$ cat src/include/fpb_pkg.sv
`default_nettype none
package fpb_pkg;
    localparam int FPB_NUM_FIFOS = 5;
    localparam int FPB_HOST_AW = 8;
    localparam int FPB_PTR_W = 16;
    localparam logic [7:0] FPB_PTR_OFS = 8'hF8;
    localparam logic [7:0] FPB_DATA_OFS = 8'hFC;
    localparam logic [15:0] FPB_QUAD_STEP = 16'h0004;
    localparam logic [15:0] FPB_ARQ_OFS = 16'h0104;
    localparam logic [15:0] FPB_ATS_OFS = 16'h0110;
    localparam logic [15:0] FPB_ATQ_OFS = 16'h0114;
    localparam logic [15:0] FPB_IRX_OFS = 16'h0120;
    localparam logic [15:0] FPB_ITX_OFS = 16'h0130;
    localparam logic [31:0] FPB_ARQ_RST = 32'h00000407;
    localparam logic [31:0] FPB_ATS_RST = 32'h0000080B;
    localparam logic [31:0] FPB_ATQ_RST = 32'h00000C0F;
    localparam logic [31:0] FPB_IRX_RST = 32'h0000101F;
    localparam logic [31:0] FPB_ITX_RST = 32'h0000202F;
    localparam int FPB_START_LSB = 8;
    localparam int FPB_START_MSB = 13;
    localparam int FPB_END_LSB = 0;
    localparam int FPB_END_MSB = 5;
    localparam logic [5:0] FPB_LOW_ZEROS = 6'h00;
    localparam logic [5:0] FPB_LOW_ONES = 6'h3F;
    localparam logic [6:0] FPB_ONE_BLOCK = 7'h01;
    localparam logic [4:0][15:0] FPB_OFS = {FPB_ITX_OFS, FPB_IRX_OFS,
        FPB_ATQ_OFS, FPB_ATS_OFS, FPB_ARQ_OFS};
    localparam logic [4:0][31:0] FPB_RST = {FPB_ITX_RST, FPB_IRX_RST,
        FPB_ATQ_RST, FPB_ATS_RST, FPB_ARQ_RST};
    typedef logic [5:0] fpb_blk_t;
endpackage
`default_nettype wire

$ cat src/hdl/fpb_size_regs.sv
`timescale 1ns/1ns
`default_nettype none
module fpb_size_regs
    import fpb_pkg::*;
(
    input wire logic sys_clk_in,
    input wire logic rst_in,
    input wire logic [FPB_HOST_AW-1:0] host_addr_in,
    input wire logic host_wr_in,
    input wire logic host_rd_in,
    input wire logic [31:0] host_wdata_in,
    output logic [31:0] host_rdata_out,
    output logic host_rvalid_out,
    output logic [FPB_PTR_W-1:0] ptr_out,
    output logic [FPB_NUM_FIFOS-1:0][11:0] start_addr_out,
    output logic [FPB_NUM_FIFOS-1:0][11:0] end_addr_out,
    output logic [FPB_NUM_FIFOS-1:0][12:0] capacity_out
);
    logic [FPB_PTR_W-1:0] ptr_ff;
    logic [FPB_PTR_W-1:0] nxt_ptr;
    logic [31:0] rdata_ff;
    logic [31:0] nxt_rdata;
    logic rvalid_ff;
    logic nxt_rvalid;
    logic ptr_wr;
    logic data_acc;
    logic data_wr;
    logic [FPB_NUM_FIFOS-1:0] hit;
    fpb_blk_t start_ff [FPB_NUM_FIFOS];
    fpb_blk_t end_ff [FPB_NUM_FIFOS];
    logic [31:0] sel_word;

    // The host port runs on this clock, so its strobes are used directly.
    // Each high cycle of a strobe is one access; there are no wait states.
    assign ptr_wr = host_wr_in && (host_addr_in == FPB_PTR_OFS);
    assign data_wr = host_wr_in && (host_addr_in == FPB_DATA_OFS);
    assign data_acc = (host_wr_in || host_rd_in) && (host_addr_in == FPB_DATA_OFS);

    // A pointer load wins over a data access in the same cycle, since software
    // intends the freshly loaded address to be the next one used.
    always_comb begin
        nxt_ptr = ptr_ff;
        if (ptr_wr) begin
            nxt_ptr = host_wdata_in[FPB_PTR_W-1:0];
        end else if (data_acc) begin
            nxt_ptr = ptr_ff + FPB_QUAD_STEP;
        end
    end

    always_ff @(posedge sys_clk_in) begin
        if (rst_in) begin
            ptr_ff <= 16'h0000;
        end else begin
            ptr_ff <= nxt_ptr;
        end
    end

    // Unmapped indirect addresses read as zero.
    always_comb begin
        sel_word = 32'h00000000;
        for (int i = 0; i < FPB_NUM_FIFOS; i++) begin
            if (hit[i]) begin
                sel_word = {18'h00000, start_ff[i], 2'b00, end_ff[i]};
            end
        end
    end

    // Reads answer one cycle later from a register, which keeps the read mux
    // off the host's output path at the cost of one cycle of latency.
    always_comb begin
        nxt_rvalid = host_rd_in;
        nxt_rdata = rdata_ff;
        if (host_rd_in) begin
            case (host_addr_in)
                FPB_PTR_OFS: nxt_rdata = {16'h0000, ptr_ff};
                FPB_DATA_OFS: nxt_rdata = sel_word;
                default: nxt_rdata = 32'h00000000;
            endcase
        end
    end

    always_ff @(posedge sys_clk_in) begin
        if (rst_in) begin
            rdata_ff <= 32'h00000000;
            rvalid_ff <= 1'b0;
        end else begin
            rdata_ff <= nxt_rdata;
            rvalid_ff <= nxt_rvalid;
        end
    end

    assign host_rdata_out = rdata_ff;
    assign host_rvalid_out = rvalid_ff;
    assign ptr_out = ptr_ff;

    // One slice per FIFO: its two fields, the derived bounds and the capacity.
    genvar g;
    generate
        for (g = 0; g < FPB_NUM_FIFOS; g++) begin : gen_fifo
            fpb_blk_t nxt_start;
            fpb_blk_t nxt_end;
            logic [6:0] blocks;
            logic [12:0] cap_ff;
            logic [12:0] nxt_cap;

            assign hit[g] = (ptr_ff == FPB_OFS[g]);

            // Only the two fields are stored, so unused bits cannot be set.
            always_comb begin
                nxt_start = start_ff[g];
                nxt_end = end_ff[g];
                if (data_wr && hit[g]) begin
                    nxt_start = host_wdata_in[FPB_START_MSB:FPB_START_LSB];
                    nxt_end = host_wdata_in[FPB_END_MSB:FPB_END_LSB];
                end
            end

            // Capacity is registered so the subtract and add stay off the FIFO logic.
            // Inverted ranges simply wrap; keeping them sane is up to software.
            always_comb begin
                blocks = {1'b0, end_ff[g]} - {1'b0, start_ff[g]} + FPB_ONE_BLOCK;
                nxt_cap = {blocks, FPB_LOW_ZEROS};
            end

            always_ff @(posedge sys_clk_in) begin
                if (rst_in) begin
                    start_ff[g] <= FPB_RST[g][FPB_START_MSB:FPB_START_LSB];
                    end_ff[g] <= FPB_RST[g][FPB_END_MSB:FPB_END_LSB];
                    cap_ff <= 13'h0000;
                end else begin
                    start_ff[g] <= nxt_start;
                    end_ff[g] <= nxt_end;
                    cap_ff <= nxt_cap;
                end
            end

            // Bounds are live: a new partition is seen by the address
            // generators at once, so software should change it only while
            // the FIFO is held in reset.
            assign start_addr_out[g] = {start_ff[g], FPB_LOW_ZEROS};
            assign end_addr_out[g] = {end_ff[g], FPB_LOW_ONES};
            assign capacity_out[g] = cap_ff;

        end
    endgenerate
endmodule
`default_nettype wire

$ cat config.mk
export PLATFORM = sky130hd
export DESIGN_NAME = fpb_size_regs
export DESIGN_NICKNAME = d
export VERILOG_FILES = /design/src/include/fpb_pkg.sv /design/src/hdl/fpb_size_regs.sv
export SDC_FILE = /design/constraint.sdc
export NUM_CORES = 1
export LEC_CHECK = 0
export ABC_CLOCK_PERIOD_IN_PS = 3500
export BUFFER_PORTS_ARGS = -buffer_cell sky130_fd_sc_hd__buf_4
export CAP_MARGIN = 15
export CORE_MARGIN = 5
export CORE_UTILIZATION = 55
export DETAILED_ROUTE_END_ITERATION = 8
export PLACE_DENSITY_LB_ADDON = 0.12
export SLEW_MARGIN = 15
export SYNTH_ARGS = -nofsm -noshare
export SYNTH_HDL_FRONTEND = slang
export SYNTH_SLANG_ARGS = --single-unit
$ cat constraint.sdc
create_clock -name sys_clk_in -period 3.5 [get_ports sys_clk_in]
set_clock_uncertainty 0.2 [all_clocks]
set_input_delay 0.7 -clock sys_clk_in [delete_from_list [all_inputs] [get_ports sys_clk_in]]
set_output_delay 0.7 -clock sys_clk_in [all_outputs]
set_load 0.005 [all_outputs]
==> out/results.ini <==
[power_and_ir_drop]
cellLeakagePower_nw=4.05
p_per_area_mw_per_mm2=349
p_seq_frac=0.456
clockPowerShare=0.496
p_int_w=0.00248
p_sw_frac=0.229
p_switching_w=0.000738
peakVddDrop_v=0.000306
combPwrFrac=0.048

[setup_path]
reg2reg_from=ptr_out[4]$_SDFFE_PP0P_
critPathRequiredTime_ns=3.58
worst_ep_arrival_time_ns=2.66
cp_max_fo=19
rrSetupSlack_ns=0.92
slowest_delay_ns=0.90
r2r_end=host_rdata_out[8]$_SDFFE_PP0P_
crit_path_top_delay_cell=dfxtp_1
r2r_cells=3
cp_top_family=flip-flops
path_cells=nand3b_1 > o21ai_0 > o221ai_1
endpoint_kind=flip-flop
path_class=reg -> reg
worst-path-buf-inv=0
start_kind=flip-flop

[timing]
layout_worst_path_cycle_share=0.737
rsz0062_at_grt=false
setup_viol=0
relSlewSlack=0.403
hold_slack_ns=0.273
drv_slew=0
fin_setup_tns_ns=0
worst_slew_pin_slew_ns=0.895
period_needed_ns=2.58
hold_viol=0
fmax_mhz=388

[worst_hold_path]
hold_path.class=reg -> reg
min-delay-start=host_rdata_out[6]$_SDFFE_PP0P_
hold_path_end=host_rdata_out[6]$_SDFFE_PP0P_
whs_path_depth=2

[finish]
nNetsFinal=1160
multi_input_area_sq_mm=0.00438
regArea_sq_mm=0.00256
fillers=1210
area_growth_pct=18.1
num_antenna_cells=0
layout_common_cells=buf_4 (171), dfxtp_1 (128), conb_1 (106), inv_1 (66), nand2_1 (61)
drive_above_1_share=0.198
final_common_cell=buf_4

[clock_tree]
clock-root-buffer=clkbuf_16
insertion_delay_ns=0.42
cts_setup_buffers=0
clock_sinks=128
htree_levels=4
cts_made_buffers=17
ctsResizeCount=0
postCtsHoldBufs=0
clkSlewWorstSetupHoldPaths_ns=0.05
cts_tree=done
cts.path.max_buffers=2

[floorplan]
rows=43
die_w_um=129
die_h_um=129
die_area_sq_mm=0.0167
io_pins=278
fp.coreArea_sq_mm=0.0139
start_util=0.562

[detailed_routing]
ant_nets=0
drt-total-wl_mm=22.3
post_drt_via_cell_ratio=5.54
dr.pass1.iters=5
post-route-drc-count=0
drtIter0Drc=617
vias=6881
wire_per_inst_um=17.9

[grt]
antenna_found_initial=0
grt-ovfl-total=0
grt_pass1_vias=6164
grt_max_degree=59
grt_pass1_wl_mm=33.6
grtUsageTotal=0.258

[synthesis]
synth_area_sq_mm=0.00780
synth-main-ff-cell=dfxtp_1
ys_warn_count=0
synth_seq_cells=128
ys_seq_area_frac=0.328
netlist_instances=912
synth-edff-count=0
avgSynthCellArea_sq_um=8.56
async_flop_share=0
yosysUniqueCellTypes=67

[job]
cap_violations=0

[placement]
place.gp.congestion=0.977
hpwl_mm=16.7
portBuffers=155

[outcome]
status=finished, final reports clean

## registers in the layout (all words and copies together) (netlist names)
| register | cells |
|---|---|
| end_ff | 30 |
| gen_fifo.cap_ff | 35 |
| host_rdata_out | 16 |
| host_rvalid_out | 1 |
| ptr_out | 16 |
| start_ff | 30 |
## synth_stat cells (6+ instances only)
library cell  instances  area [sq um]
a211oi_1              6          45.0
a21oi_1              23           115
a31oi_1              14          87.6
and3_1                6          37.5
buf_1                 8          30.0
buf_2                 8          40.0
buf_4               108           811
clkbuf_1             27           101
dfxtp_1             128          2560
ha_1                 58           726
inv_1                66           248
mux2i_1              59           591
nand2_1              61           229
nand3_1              38           190
nand4_1               9          56.3
nor2_1               57           214
nor2b_1              30           188
nor3_1               20           100
nor4_1               17           106
o21ai_0              45           225
o221ai_1              9          78.8
o22ai_1               6          37.5
o2bb2ai_1             6          52.6
## routing by layer
metal  vias up  track usage  share of wire
li1       3282            -              -
met1      3169        0.347           0.41
met2       385        0.414           0.47
met3        45       0.0482          0.094
met4         0       0.0982          0.026
met5         -            0              0
## cell families after synthesis
logic type	after synthesis	share of synthesized area
and+or+nand+nor	280	0.193
buffers and inverters	220	0.161
other	2	0.000962
DFF	128	0.328
adders and majority gates	63	0.106
AOI/OAI and AO/OA	154	0.129
muxes	59	0.0757
xor gates and xnor gates	6	0.00673
## worst min-delay path, stage by stage (launching register included)
cell and delay, ns:
dfxtp_1 0.31, nand2b_1 0.06, a21oi_1 0.05
## power by group through the flow
stage	Clock (W)	Sequential (W)	Combinational [W]
after floorplan	0	0.00150	0.000169
after global placement	0	0.00150	0.000147
after detailed placement	0	0.00150	0.000148
after CTS	0.00161	0.00147	0.000148
after global routing	0.00167	0.00147	0.000169
final	0.00159	0.00147	0.000155
## how the worst max path moves through the flow
| stage | from | end | slack [ns] | cells after the start |
|---|---|---|---|---|
| final | ptr_out[4]$_SDFFE_PP0P_ | host_rdata_out[8]$_SDFFE_PP0P_ | 0.92 | 3 |
| after CTS | ptr_out[4]$_SDFFE_PP0P_ | end_ff[3][5]$_SDFFE_PP0P_ | 0.99 | 5 |
| after global routing | ptr_out[4]$_SDFFE_PP0P_ | end_ff[3][2]$_SDFFE_PP1P_ | 0.76 | 5 |
| after global placement | host_addr_in[1] | host_rdata_out[2]$_SDFFE_PP0P_ | 0.87 | 5 |
| after floorplan | host_addr_in[6] | ptr_out[10]$_SDFFE_PP0P_ | 1.10 | 5 |
| after detailed placement | host_addr_in[1] | host_rdata_out[13]$_SDFFE_PP0P_ | 0.83 | 5 |
## stage by stage
stage	setup WS, ns	power (W)	utilization	area (sq um)	instances
2_1_floorplan	1.10	0.00167	-	8190	1016
3_3_place_gp	0.873	0.00164	0.627	8700	1214
3_5_place_dp	0.832	0.00164	0.627	8700	1214
4_1_cts	0.986	0.00323	0.664	9220	1243
5_1_grt	0.755	0.00331	0.664	9220	1243
6_report	0.922	0.00322	0.664	9220	1243
## area by class of cell
| class | count | area share |
|---|---|---|
| tap | 180 | 0.0244 |
| clock buffer | 21 | 0.0489 |
| clock inverter | 8 | 0.00733 |
| sequential | 128 | 0.278 |
| multi-input combinational | 668 | 0.475 |
| inverter | 67 | 0.0273 |
| timing repair buffer | 171 | 0.139 |
(Power assumes the default switching activity.)
